[config.mk]
export PLATFORM = sky130hd
export DESIGN_NAME = acspd_top
export DESIGN_NICKNAME = d
export VERILOG_FILES = /design/src/rtl/acspd_pkg.sv /design/src/rtl/acspd_clk_mux.sv /design/src/rtl/acspd_top.sv
export SDC_FILE = /design/constraint.sdc
export NUM_CORES = 1
export LEC_CHECK = 0
export BUFFER_PORTS_ARGS = -buffer_cell sky130_fd_sc_hd__buf_4
export CAP_MARGIN = 10
export CELL_PAD_IN_SITES_DETAIL_PLACEMENT = 1
export CELL_PAD_IN_SITES_GLOBAL_PLACEMENT = 2
export CORE_UTILIZATION = 26
export DETAILED_ROUTE_END_ITERATION = 8
export GPL_TIMING_DRIVEN = 1
export PLACE_DENSITY_LB_ADDON = 0.15
export SKIP_LAST_GASP = 1
export SYNTH_ARGS = -nofsm -noshare
export SYNTH_HDL_FRONTEND = slang
export SYNTH_SLANG_ARGS = --single-unit
[constraint.sdc]
create_clock -name clk_i -period 2.66 [get_ports clk_i]
set_clock_uncertainty 0.2 [all_clocks]
set_input_delay 0.266 -clock clk_i [delete_from_list [all_inputs] [get_ports clk_i]]
set_output_delay 0.266 -clock clk_i [all_outputs]
set_load 0.01 [all_outputs]
[src/rtl/acspd_pkg.sv]
/*
  Package for the audio clock source and PLL divider configuration block.
  Holds register offsets, field positions, reset values and source indices.
  Assumes a classic Wishbone slave with 8-bit data in the low lanes.
*/
package acspd_pkg;

  // ****************************************
  // Register indices (byte address = 4 x index)
  // ****************************************
  localparam logic [7:0] IDX_SEC_BITCLK_SRC = 8'h33;
  localparam logic [7:0] IDX_NM_SRC_SEL = 8'h34;
  localparam logic [7:0] IDX_PLL_PRESCALE = 8'h35;
  localparam logic [7:0] IDX_PLL_MULT_UPPER = 8'h36;
  localparam logic [7:0] IDX_PLL_MULT_LOWER = 8'h37;
  localparam logic [7:0] IDX_PLL_INT_LOWER = 8'h38;
  localparam logic [7:0] IDX_PLL_CTRL = 8'h3A;

  // ****************************************
  // Reset values
  // ****************************************
  localparam logic [7:0] RST_SEC_BITCLK_SRC = 8'h00;
  localparam logic [7:0] RST_NM_SRC_SEL = 8'h10;
  localparam logic [7:0] RST_PLL_PRESCALE = 8'h01;
  localparam logic [7:0] RST_PLL_MULT_UPPER = 8'h00;
  localparam logic [7:0] RST_PLL_MULT_LOWER = 8'h00;
  localparam logic [7:0] RST_PLL_INT_LOWER = 8'h08;
  localparam logic [7:0] RST_PLL_CTRL = 8'h00;

  // ****************************************
  // Writable masks (reserved bits read zero)
  // ****************************************
  localparam logic [7:0] MASK_SEC_BITCLK_SRC = 8'h70;
  localparam logic [7:0] MASK_NM_SRC_SEL = 8'hF0;
  localparam logic [7:0] MASK_FULL = 8'hFF;
  localparam logic [7:0] MASK_PLL_CTRL = 8'h01;

  // ****************************************
  // Field positions
  // ****************************************
  localparam int SEC_SRC_LSB = 4;
  localparam int DIG_NM_LSB = 6;
  localparam int ANA_NM_LSB = 4;
  localparam int INT_TOP_BIT = 7;
  localparam int HALVING_BIT = 6;
  localparam int AUTO_DETECT_BIT = 0;

  // ****************************************
  // Limits and auto-detect defaults
  // ****************************************
  localparam logic [13:0] FRAC_MULT_MAX = 14'h270F;
  localparam logic [8:0] PRESCALE_ZERO_DIV = 9'h100;
  localparam logic [8:0] AUTO_PRESCALE_DIV = 9'h001;

  // ****************************************
  // Clock source indices on the source vector
  // ****************************************
  localparam int SRC_PLL = 0;
  localparam int SRC_PRI_BCLK = 1;
  localparam int SRC_SEC_BCLK = 2;
  localparam int SRC_CODEC_CLK = 3;
  localparam int SRC_OSC = 4;
  localparam int SRC_DSP = 5;
  localparam int SRC_COUNT = 6;

endpackage

[src/rtl/acspd_clk_mux.sv]
/*
  Clock source selector: picks one source by index, or holds the output low
  when the code is not valid. Assumes sources are glitch-safe gated upstream.
*/
`timescale 1ns/1ps
module acspd_clk_mux #(
  parameter int N = 6
) (
  input wire logic [N-1:0] src_i, // Candidate clocks
  input wire logic [2:0] sel_i, // Source index
  input wire logic valid_i, // Code is a legal source
  output logic clk_o // Gated selected clock
);

  // Gate off rather than pass an undefined source
  always_comb begin
    clk_o = 1'b0;
    if (valid_i && (int'(sel_i) < N)) begin
      clk_o = src_i[sel_i];
    end
  end

endmodule

[src/rtl/acspd_top.sv]
/*
  Clock configuration block of a stereo audio codec: source selects for the
  secondary serial bit-clock divider and NM dividers, PLL pre-scale value and
  multiplier assembly. Registers are reached over classic Wishbone, 8-bit
  data in the low byte of a 32-bit word, one register per aligned word.
  Assumes all clock inputs are already usable by the downstream dividers.
  Assumes the master holds every request until it samples ack or err high.
  Selects should change only while the sources are stable, since the
  selectors are plain combinational muxes and can glitch on a live switch.
  Register 0x3A bit 0 stands in for the automatic ratio detection enable;
  0x37 and 0x38 hold the lower multiplier bytes joined to 0x36.
  Reserved source codes hold the selected divider clock low.
*/
// Our own choice: the Wishbone interface to the registers.
`timescale 1ns/1ps
module acspd_top (
  input wire logic clk_i, // System clock, 25 MHz
  input wire logic rst_i, // Synchronous reset, active high
  input wire logic wb_cyc_i, // Wishbone cycle
  input wire logic wb_stb_i, // Wishbone strobe
  input wire logic wb_we_i, // Wishbone write enable
  input wire logic [9:0] wb_adr_i, // Wishbone byte address
  input wire logic [3:0] wb_sel_i, // Wishbone byte selects
  input wire logic [31:0] wb_dat_i, // Wishbone write data
  output logic [31:0] wb_dat_o, // Wishbone read data
  output logic wb_ack_o, // Wishbone acknowledge
  output logic wb_err_o, // Wishbone error, unmapped address
  input wire logic pll_clk_i, // PLL output clock
  input wire logic pri_bitclk_i, // Primary serial bit clock
  input wire logic sec_bitclk_i, // Secondary serial bit clock
  input wire logic codec_clock_input_i, // Codec clock input
  input wire logic osc_clk_i, // Internal oscillator clock
  input wire logic dsp_clk_i, // DSP clock
  output logic sec_div_clk_o, // Secondary bit-clock divider source
  output logic dig_nm_clk_o, // Digital NM divider source
  output logic ana_nm_clk_o, // Analog NM divider source
  output logic ana_nm_low_jitter_o, // Analog NM uses low-jitter bitclk path
  output logic [8:0] pll_prescale_div_o, // Effective pre-scale divide, 1..256
  output logic [8:0] pll_int_mult_o, // Integer multiplier
  output logic [13:0] pll_frac_mult_o, // Fraction multiplier
  output logic pll_frac_mult_bad_o, // Fraction multiplier above 9999
  output logic pll_divclk_halving_o, // PLL divides divided clock by two
  output logic pll_auto_detect_o // Auto ratio detection enabled
);

  // ****************************************
  // Register storage
  // ****************************************
  // Software-visible register copies
  logic [7:0] second_port_bitclk_div_src_reg;
  logic [7:0] nm_divider_source_select;
  logic [7:0] pll_prescale_divider;
  logic [7:0] pll_multiplier_upper_bits;
  logic [7:0] pll_frac_mult_lower;
  logic [7:0] pll_int_mult_lower;
  logic [7:0] pll_ctrl;
  // Next values from the write decode
  logic [7:0] next_sec_src;
  logic [7:0] next_nm_src;
  logic [7:0] next_prescale;
  logic [7:0] next_mult_upper;
  logic [7:0] next_frac_lower;
  logic [7:0] next_int_lower;
  logic [7:0] next_ctrl;
  // Bus answer state, registered, and its combinational next values
  logic wb_ack;
  logic wb_err;
  logic [7:0] rdata;
  logic next_ack;
  logic next_err;
  logic [7:0] next_rdata;

  // ****************************************
  // Bus decode
  // ****************************************
  logic req;
  logic [7:0] idx;
  logic hit;
  logic wr;
  // A request is taken only while no answer stands
  assign req = wb_cyc_i && wb_stb_i && !wb_ack && !wb_err;
  assign idx = wb_adr_i[9:2];
  // Write lands at the edge where the master samples ack high, so a request
  // dropped before its answer never changes state; sel[0] gates the low lane
  assign wr = wb_ack && wb_cyc_i && wb_stb_i && wb_we_i && wb_sel_i[0] && hit;

  // Address map lookup and read mux
  always_comb begin
    hit = 1'b1;
    next_rdata = 8'h00;
    unique case (idx)
      acspd_pkg::IDX_SEC_BITCLK_SRC: next_rdata = second_port_bitclk_div_src_reg;
      acspd_pkg::IDX_NM_SRC_SEL: next_rdata = nm_divider_source_select;
      acspd_pkg::IDX_PLL_PRESCALE: next_rdata = pll_prescale_divider;
      acspd_pkg::IDX_PLL_MULT_UPPER: next_rdata = pll_multiplier_upper_bits;
      acspd_pkg::IDX_PLL_MULT_LOWER: next_rdata = pll_frac_mult_lower;
      acspd_pkg::IDX_PLL_INT_LOWER: next_rdata = pll_int_mult_lower;
      acspd_pkg::IDX_PLL_CTRL: next_rdata = pll_ctrl;
      default: hit = 1'b0;
    endcase
  end

  // One-cycle answer; ack or err drops the cycle after it was given
  always_comb begin
    next_ack = req && hit;
    next_err = req && !hit;
  end

  // Read data is registered with the answer so it stands while ack does
  always_ff @(posedge clk_i) begin
    if (rst_i) begin
      wb_ack <= 1'b0;
      wb_err <= 1'b0;
      rdata <= 8'h00;
    end else begin
      wb_ack <= next_ack;
      wb_err <= next_err;
      rdata <= next_rdata;
    end
  end

  // Upper lanes always read zero
  assign wb_ack_o = wb_ack;
  assign wb_err_o = wb_err;
  assign wb_dat_o = {24'h000000, rdata};

  // ****************************************
  // Register writes
  // ****************************************
  // Writes are masked so reserved bits always hold zero
  always_comb begin
    next_sec_src = second_port_bitclk_div_src_reg;
    next_nm_src = nm_divider_source_select;
    next_prescale = pll_prescale_divider;
    next_mult_upper = pll_multiplier_upper_bits;
    next_frac_lower = pll_frac_mult_lower;
    next_int_lower = pll_int_mult_lower;
    next_ctrl = pll_ctrl;
    // Hold by default; only the addressed register moves
    if (wr) begin
      unique case (idx)
        acspd_pkg::IDX_SEC_BITCLK_SRC: next_sec_src = wb_dat_i[7:0] & acspd_pkg::MASK_SEC_BITCLK_SRC;
        acspd_pkg::IDX_NM_SRC_SEL: next_nm_src = wb_dat_i[7:0] & acspd_pkg::MASK_NM_SRC_SEL;
        acspd_pkg::IDX_PLL_PRESCALE: next_prescale = wb_dat_i[7:0] & acspd_pkg::MASK_FULL;
        acspd_pkg::IDX_PLL_MULT_UPPER: next_mult_upper = wb_dat_i[7:0] & acspd_pkg::MASK_FULL;
        acspd_pkg::IDX_PLL_MULT_LOWER: next_frac_lower = wb_dat_i[7:0] & acspd_pkg::MASK_FULL;
        acspd_pkg::IDX_PLL_INT_LOWER: next_int_lower = wb_dat_i[7:0] & acspd_pkg::MASK_FULL;
        acspd_pkg::IDX_PLL_CTRL: next_ctrl = wb_dat_i[7:0] & acspd_pkg::MASK_PLL_CTRL;
        default: ;
      endcase
    end
  end

  // Reset values as documented per register
  always_ff @(posedge clk_i) begin
    if (rst_i) begin
      second_port_bitclk_div_src_reg <= acspd_pkg::RST_SEC_BITCLK_SRC;
      nm_divider_source_select <= acspd_pkg::RST_NM_SRC_SEL;
      pll_prescale_divider <= acspd_pkg::RST_PLL_PRESCALE;
      pll_multiplier_upper_bits <= acspd_pkg::RST_PLL_MULT_UPPER;
      pll_frac_mult_lower <= acspd_pkg::RST_PLL_MULT_LOWER;
      pll_int_mult_lower <= acspd_pkg::RST_PLL_INT_LOWER;
      pll_ctrl <= acspd_pkg::RST_PLL_CTRL;
    end else begin
      second_port_bitclk_div_src_reg <= next_sec_src;
      nm_divider_source_select <= next_nm_src;
      pll_prescale_divider <= next_prescale;
      pll_multiplier_upper_bits <= next_mult_upper;
      pll_frac_mult_lower <= next_frac_lower;
      pll_int_mult_lower <= next_int_lower;
      pll_ctrl <= next_ctrl;
    end
  end

  // ****************************************
  // Field extraction
  // ****************************************
  logic [2:0] second_port_bitclk_div_src;
  logic [1:0] digital_nm_div_src;
  logic [1:0] analog_nm_div_src;
  logic [7:0] pll_prescale_value;
  logic pll_int_mult_top_bit;
  logic pll_divclk_halving;
  logic [5:0] pll_frac_mult_upper;
  logic auto_detect;
  // Field slices of the stored registers
  assign second_port_bitclk_div_src = second_port_bitclk_div_src_reg[acspd_pkg::SEC_SRC_LSB +: 3];
  assign digital_nm_div_src = nm_divider_source_select[acspd_pkg::DIG_NM_LSB +: 2];
  assign analog_nm_div_src = nm_divider_source_select[acspd_pkg::ANA_NM_LSB +: 2];
  assign pll_prescale_value = pll_prescale_divider;
  assign pll_int_mult_top_bit = pll_multiplier_upper_bits[acspd_pkg::INT_TOP_BIT];
  assign pll_divclk_halving = pll_multiplier_upper_bits[acspd_pkg::HALVING_BIT];
  assign pll_frac_mult_upper = pll_multiplier_upper_bits[5:0];
  // Auto detect enable sits in the stand-in control register
  assign auto_detect = pll_ctrl[acspd_pkg::AUTO_DETECT_BIT];

  // ****************************************
  // Source selection
  // ****************************************
  // Source indices per selector; analog reuses the digital index
  logic [acspd_pkg::SRC_COUNT-1:0] srcs;
  logic [2:0] sec_idx;
  logic sec_ok;
  logic [2:0] dig_idx;
  logic [2:0] ana_idx;
  logic dig_clk;
  // Bit order must match the package source indices
  assign srcs = {dsp_clk_i, osc_clk_i, codec_clock_input_i, sec_bitclk_i, pri_bitclk_i, pll_clk_i};

  // Code to source index; reserved codes flagged invalid
  always_comb begin
    sec_idx = 3'(acspd_pkg::SRC_PLL);
    sec_ok = 1'b1;
    unique case (second_port_bitclk_div_src)
      3'h0: sec_idx = 3'(acspd_pkg::SRC_PLL);
      3'h1: sec_idx = 3'(acspd_pkg::SRC_PRI_BCLK);
      3'h3: sec_idx = 3'(acspd_pkg::SRC_CODEC_CLK);
      3'h4: sec_idx = 3'(acspd_pkg::SRC_OSC);
      3'h5: sec_idx = 3'(acspd_pkg::SRC_DSP);
      default: sec_ok = 1'b0;
    endcase
  end

  // Digital NM source: all four codes legal
  always_comb begin
    unique case (digital_nm_div_src)
      2'h0: dig_idx = 3'(acspd_pkg::SRC_PRI_BCLK);
      2'h1: dig_idx = 3'(acspd_pkg::SRC_SEC_BCLK);
      2'h2: dig_idx = 3'(acspd_pkg::SRC_CODEC_CLK);
      2'h3: dig_idx = 3'(acspd_pkg::SRC_OSC);
    endcase
  end

  // Analog NM: codes 0 and 1 both PLL; code 2 follows digital choice
  always_comb begin
    unique case (analog_nm_div_src)
      2'h0, 2'h1: ana_idx = 3'(acspd_pkg::SRC_PLL);
      2'h2: ana_idx = dig_idx;
      2'h3: ana_idx = 3'(acspd_pkg::SRC_PRI_BCLK);
    endcase
  end

  // Secondary divider clock, gated for reserved codes
  acspd_clk_mux #(.N(acspd_pkg::SRC_COUNT)) u_sec_mux (
    .src_i(srcs),
    .sel_i(sec_idx),
    .valid_i(sec_ok),
    .clk_o(sec_div_clk_o)
  );

  // Digital NM divider clock; every code is legal
  acspd_clk_mux #(.N(acspd_pkg::SRC_COUNT)) u_dig_mux (
    .src_i(srcs),
    .sel_i(dig_idx),
    .valid_i(1'b1),
    .clk_o(dig_clk)
  );

  // Analog NM divider clock; every code is legal
  acspd_clk_mux #(.N(acspd_pkg::SRC_COUNT)) u_ana_mux (
    .src_i(srcs),
    .sel_i(ana_idx),
    .valid_i(1'b1),
    .clk_o(ana_nm_clk_o)
  );

  // Low-jitter flag follows the register, not the clock path
  assign dig_nm_clk_o = dig_clk;
  assign ana_nm_low_jitter_o = (analog_nm_div_src == 2'h3);

  // ****************************************
  // PLL divider and multiplier values
  // ****************************************
  // Zero encodes 256; auto detection takes over the value
  always_comb begin
    if (auto_detect) begin
      pll_prescale_div_o = acspd_pkg::AUTO_PRESCALE_DIV;
    end else if (pll_prescale_value == 8'h00) begin
      pll_prescale_div_o = acspd_pkg::PRESCALE_ZERO_DIV;
    end else begin
      pll_prescale_div_o = {1'b0, pll_prescale_value};
    end
  end

  // Concatenated fraction multiplier; values above the limit are flagged
  assign pll_frac_mult_o = {pll_frac_mult_upper, pll_frac_mult_lower};
  assign pll_frac_mult_bad_o = ({pll_frac_mult_upper, pll_frac_mult_lower} > acspd_pkg::FRAC_MULT_MAX);
  // Integer multiplier and control bits pass straight through
  assign pll_int_mult_o = {pll_int_mult_top_bit, pll_int_mult_lower};
  assign pll_divclk_halving_o = pll_divclk_halving;
  assign pll_auto_detect_o = auto_detect;

endmodule

=== Yosys cells after proc, flatten, opt, wreduce, memory -nomap -nowiden ===
Index checks and enable logic that the tools add are counted.
Widths: inputs -> output; s select.

* Flip-flop bits (word level): 50
* Input port bits: 57
* Output and inout port bits: 73
* Logic and storage cells: 79

* Order comparisons: 7
* Equal/unequal tests: 17
* Multiplexer cells: 17
* Reductions and logical operators: 28

{| class="wikitable"
|+ Operator list
! cell !! count
|-
| $eq 8x6->1 const B || 7
|-
| $pmux 8 s7 || 1
|-
| $pmux 3 s4 || 2
|-
| $mux 9 || 2
|-
| $gt 14x14->1 const B || 1
|-
| $reduce_and 2->1 || 7
|-
| $lt 3x4->1 const B || 3
|-
| $logic_and 1x1->1 || 11
|-
| $bmux 1 s3 || 3
|-
| $lt 3x3->1 const B || 3
|-
| $pmux 3 s3 || 1
|-
| $eq 2x2->1 const B || 4
|-
| $logic_not 8->1 || 1
|-
| $mux 1 || 8
|-
| $reduce_or 7->1 || 1
|-
| $eq 3x3->1 const B || 2
|-
| $reduce_or 5->1 || 1
|-
| $eq 2x1->1 const B || 2
|-
| $logic_not 2->1 || 2
|-
| $eq 3x1->1 const B || 1
|-
| $eq 3x2->1 const B || 1
|-
| $logic_not 1->1 || 3
|-
| $logic_not 3->1 || 1
|-
| $reduce_or 2->1 || 1
|}

=== Depth between registers and ports, before layout ===
* Depth after elaboration: 6
* Gate-level depth with buffers: 6
* Depth with buffers taken out: 6

=== Modules after synthesis ===
From an unflattened synthesis, not the netlist that was laid out.

* Cells, all modules: 290
* Area total of the unflattened synthesis: 2788.9 um^2

{| class="wikitable"
|+ By module, submodules not included
! module !! times used !! cells each !! area each (um^2) !! seq. area each (um^2)
|-
| acspd_top || 1 || 275 || 2627.5 || 1001.0
|-
| acspd_clk_mux || 3 || 5 || 53.8 || 0.0
|}

=== Worst setup path after synthesis ===
No wires, ideal clock.

* Kind: register to output
* Start point: reg nm_divider_source_select[6]
* End point: out ana_nm_clk_o
* Arrival: 1.558 ns
* Data required time: 2.194 ns
* Slack: 0.636 ns
* Stages on the path, launching flop included: 7
* Buffers on the path: 0
* Path through: dfxtp_1 inv_1 ha_1 o31ai_1 mux2i_1 o2111ai_1 o21a_1

* Cells in the longest elaborated chain, start to end: 6
* Elaborated cells between the ends (all ways): 10
* Those cells by class: 1 x order compare; 3 x eq/ne; 5 x mux; 1 x reduce/logical

{| class="wikitable"
|+ RTL lines
! item !! line !! text
|-
| from (decl) || acspd_top.sv:51 || <nowiki>logic [7:0] nm_divider_source_select;</nowiki>
|-
| from (signal assigned) || acspd_top.sv:158 || <nowiki>nm_divider_source_select <= acspd_pkg::RST_NM_SRC_SEL;</nowiki>
|-
| from (signal assigned) || acspd_top.sv:166 || <nowiki>nm_divider_source_select <= next_nm_src;</nowiki>
|-
| $eq 2x2->1 (tied with other cells) || acspd_top.sv:226 || <nowiki>unique case (digital_nm_div_src)</nowiki>
|-
| $pmux 3 s4 (*) || acspd_top.sv:226 ||
|-
| $pmux 3 s3 (*) || acspd_top.sv:236 || <nowiki>unique case (analog_nm_div_src)</nowiki>
|-
| $bmux 1 s3 || acspd_clk_mux.sv:19 || <nowiki>clk_o = src_i[sel_i];</nowiki>
|-
| $mux 1 (implied by the code) || acspd_clk_mux.sv:19 ||
|-
| $mux 1 (*) || acspd_clk_mux.sv:18 || <nowiki>if (valid_i && (int'(sel_i) < N)) begin</nowiki>
|-
| to (decl) || acspd_top.sv:36 || <nowiki>output logic ana_nm_clk_o,</nowiki>
|}

Mark *: on every way between the ends. The rest lies on a longest branch, timed or not. The select of a mux whose other input is x is not followed.

=== Worst setup path after layout ===
* Start point: reg nm_divider_source_select[7]
* End point: out ana_nm_clk_o

The elaborated chain is that of the path after synthesis.

==> metrics list <==
- The repair_antennas step left the layout with diodes totalling 0.
* Sink count of the clock tree: 50
- Clock tree synthesis inserted a total of 5 buffers.
- In this run the cell area of the synthesized design comes to 2750 um^2.
- After synthesis, the share of flip-flops with an asynchronous set or reset is 0%.
- Fraction of final layout cells with drive strength greater than 1: 29.8%
- Distinct cell type count after synthesis: 48
- Final ANT Viol Nets: 0
- The final count of hold timing violations was 0.
* Hold buffer count at CTS: 0
- Unrepaired setup endpoints after global routing: false
- After floorplanning, the core was sized to cover 10300 um^2.
* # IOs: 130
* Post-synthesis instance total: 292
- At the later pin of the worst-skew pair, clock insertion delay measures 310 ps.
- Clock-pin slew was measured on the worst setup and hold paths at 100 ps.
- In this run the worst path has a maximum fanout of 5.
- Sequential share of the synthesized area: 36.4%
- Die footprint: 11000 um^2
- The number of placed instances, taps included, is 494.
* Chip Height: 105 um
- Timing analysis after detailed placement gives a worst setup slack of 284 ps.
* Global placer's final weighted congestion: 0.714
- After synthesis, the mean cell area works out to 9.42 um^2.
* Max capacitance violation total: 0
* PwrDens: 383 nW/um^2
* Floorplan die width: 105 um
* Setup crit start kind: register
* Final setup slack of the worst path: 181 ps
* Maximum ir drop on the vdd rail: 0.167 mV
- Depth of the worst hold-timing path: 2
* Crit share post-route: 93.2%
- Measured against its own limit, the worst slew margin works out to 60.9%.
* Detailed-route via count: 2382
- Post-DP HPWL: 6320 um
- Post-synth EDFFs: 0
* Fmax achieved: 403 MHz
* Aggregate routed wire length: 8200 um
* Max Slew Vio Count: 0
* Post-layout utilization of the core: 33.8%
- Clock tree buffer depth: 2
- Global routing consumed, over all layers together, 15.1% of the routing resources.
- Entering global routing, the biggest net connects 51 pins.
- Result of the run: complete, no violations
* Via count of the first global-routing pass: 2355
- The first detailed-routing pass took 4 iterations.
- Worst reg2reg path depth: 4
* Count of routing violations after the opening detailed-route iteration: 107
* Cell at the root of the clock tree: sky130_fd_sc_hd__clkbuf_8
- The floorplan has 37 rows.
- After global routing the overflow that remains totals 0.
- Number of non-filler instances in the completed layout: 502
* Classification of the worst setup path: register to output pin
- Worst path required time: 2190 ps
- Top FF cell, synth: sky130_fd_sc_hd__dfxtp_1
- The startpoint identified for the worst hold timing path is wb_dat_i[3].
- Average vias per placed instance: 4.75
- The endpoint identified for the worst register-to-register timing path is pll_prescale_divider[7].
* Transition at the pin with the smallest max-transition slack: 584 ps
- Setup violations remaining at the end of the flow were counted as 0.
- Setup slack of the worst register-to-register path: 510 ps
* Final-layout setup total negative slack: 0 ps
* Commonest cells after routing, fill and taps aside: 83 x sky130_fd_sc_hd__buf_4, 49 x sky130_fd_sc_hd__dfxtp_1, 35 x sky130_fd_sc_hd__nor2_1
- Avg WL per Cell: 16.3 um
- The synthesized design contains 50 register bits.
* Area added between synthesis and finish: 26.1%
- Crit end category: output pin
- Most common library cell in the layout ignoring fill and taps: sky130_fd_sc_hd__buf_4
- The number of setup buffers added after CTS is 0.
- The Yosys step of the flow raised 0 warnings.
* Endpoint with the worst hold slack: pll_int_mult_lower[3]
- The tightest min-delay check is of the input port to register type.
- The initial antenna violation count is 0.
- Hold timing on the final database bottoms out at a slack of 9.76 ps.
- First-pass GRT wire length: 13100 um
* Fin crit period: 2480 ps
- Worst endpoint data arrival time: 2010 ps
- Post_cts resized: 1
- Post-route DRC violation count: 0
* Total number of nets in the final design: 425
- CTS HTree Levels: 2
- The worst register-to-register path begins at wb_ack_o.
- Starting density of the core: 26.8%
* TritonCTS clock tree: done
* Static power due to leakage: 0.00145 uW
- In this run the tool buffered the top-level ports with 76 buffer cells.
==> power by group <==
group          switching [uW]  leakage (uW)  internal (uW)
Clock                     267     0.0000452            187
Combinational            74.9       0.00100           51.4
Sequential              0.371      0.000403            749
Total                     343       0.00145            986
==> final cells by class <==
type | count | area (um^2)
clock buffer | 6 | 72.6
clock inverter | 2 | 13.8
fill | 1224 | 6810
inverter | 5 | 18.8
multi-input combinational | 220 | 1570
sequential | 50 | 1000
tap | 136 | 170
timing repair buffer | 83 | 623
==> synth_stat cells, types with 3 or more instances <==
| master | instances | area (um^2) |
|---|---|---|
| sky130_fd_sc_hd__dfxtp_1 | 50 | 1000 |
| sky130_fd_sc_hd__nor2_1 | 35 | 131 |
| sky130_fd_sc_hd__mux2i_1 | 33 | 330 |
| sky130_fd_sc_hd__buf_4 | 25 | 188 |
| sky130_fd_sc_hd__nand2b_1 | 22 | 138 |
| sky130_fd_sc_hd__clkbuf_1 | 11 | 41.3 |
| sky130_fd_sc_hd__nand3_1 | 10 | 50.1 |
| sky130_fd_sc_hd__a21oi_1 | 8 | 40.0 |
| sky130_fd_sc_hd__a22oi_1 | 8 | 60.1 |
| sky130_fd_sc_hd__nor2b_1 | 8 | 50.1 |
| sky130_fd_sc_hd__o21ai_0 | 8 | 40.0 |
| sky130_fd_sc_hd__mux2_2 | 6 | 67.6 |
| sky130_fd_sc_hd__mux4_2 | 6 | 135 |
| sky130_fd_sc_hd__inv_1 | 5 | 18.8 |
| sky130_fd_sc_hd__a22o_1 | 4 | 35.0 |
| sky130_fd_sc_hd__nor3_1 | 4 | 20.0 |
| sky130_fd_sc_hd__a32o_1 | 3 | 30.0 |
| sky130_fd_sc_hd__and3_1 | 3 | 18.8 |
| sky130_fd_sc_hd__ha_1 | 3 | 37.5 |
| sky130_fd_sc_hd__or4_1 | 3 | 22.5 |
==> worst max path at each step <==
stage	from	endpoint	slack, ps
after floorplan	nm_divider_source_select[6]	ana_nm_clk_o	640
after global placement	nm_divider_source_select[6]	ana_nm_clk_o	360
after detailed placement	nm_divider_source_select[6]	ana_nm_clk_o	280
after CTS	nm_divider_source_select[6]	ana_nm_clk_o	40
after global routing	nm_divider_source_select[7]	ana_nm_clk_o	30
final	nm_divider_source_select[7]	ana_nm_clk_o	180
==> layer usage <==
layer	up-vias	track usage, %	wire [um]
met5	-	0	0
met2	84	24.0	3710
li1	1140	-	-
met4	0	3.62	88
met1	1151	21.3	4040
met3	7	2.37	360
==> kinds of logic (layout without fill, tap and decap cells) <==
| group | after synthesis | count (layout) | share of synthesized area [%] |
|---|---|---|---|
| compound gates | 45 | 45 | 11.6 |
| fa+ha+maj | 3 | 3 | 1.36 |
| buf+inv | 45 | 96 | 9.91 |
| flops | 50 | 50 | 36.4 |
| mux | 45 | 45 | 19.4 |
| other cells | 1 | 24 | 0.136 |
| simple gates | 103 | 103 | 21.2 |
==> critical path: stages (launching register included) <==
cell	delay, ps
sky130_fd_sc_hd__dfxtp_1	460
sky130_fd_sc_hd__inv_1	80
sky130_fd_sc_hd__ha_1	220
sky130_fd_sc_hd__o31ai_2	340
sky130_fd_sc_hd__mux2i_1	220
sky130_fd_sc_hd__o2111ai_1	120
sky130_fd_sc_hd__o21a_1	140
sky130_fd_sc_hd__buf_4	140
==> through the flow <==
step / total power [uW] / cell area [um^2]
global placement: 892 / 3380
floorplan: 858 / 2840
finish: 1330 / 3470
detailed placement: 894 / 3380
CTS: 1350 / 3470
global route: 1380 / 3470
(Power assumes the default switching activity.)
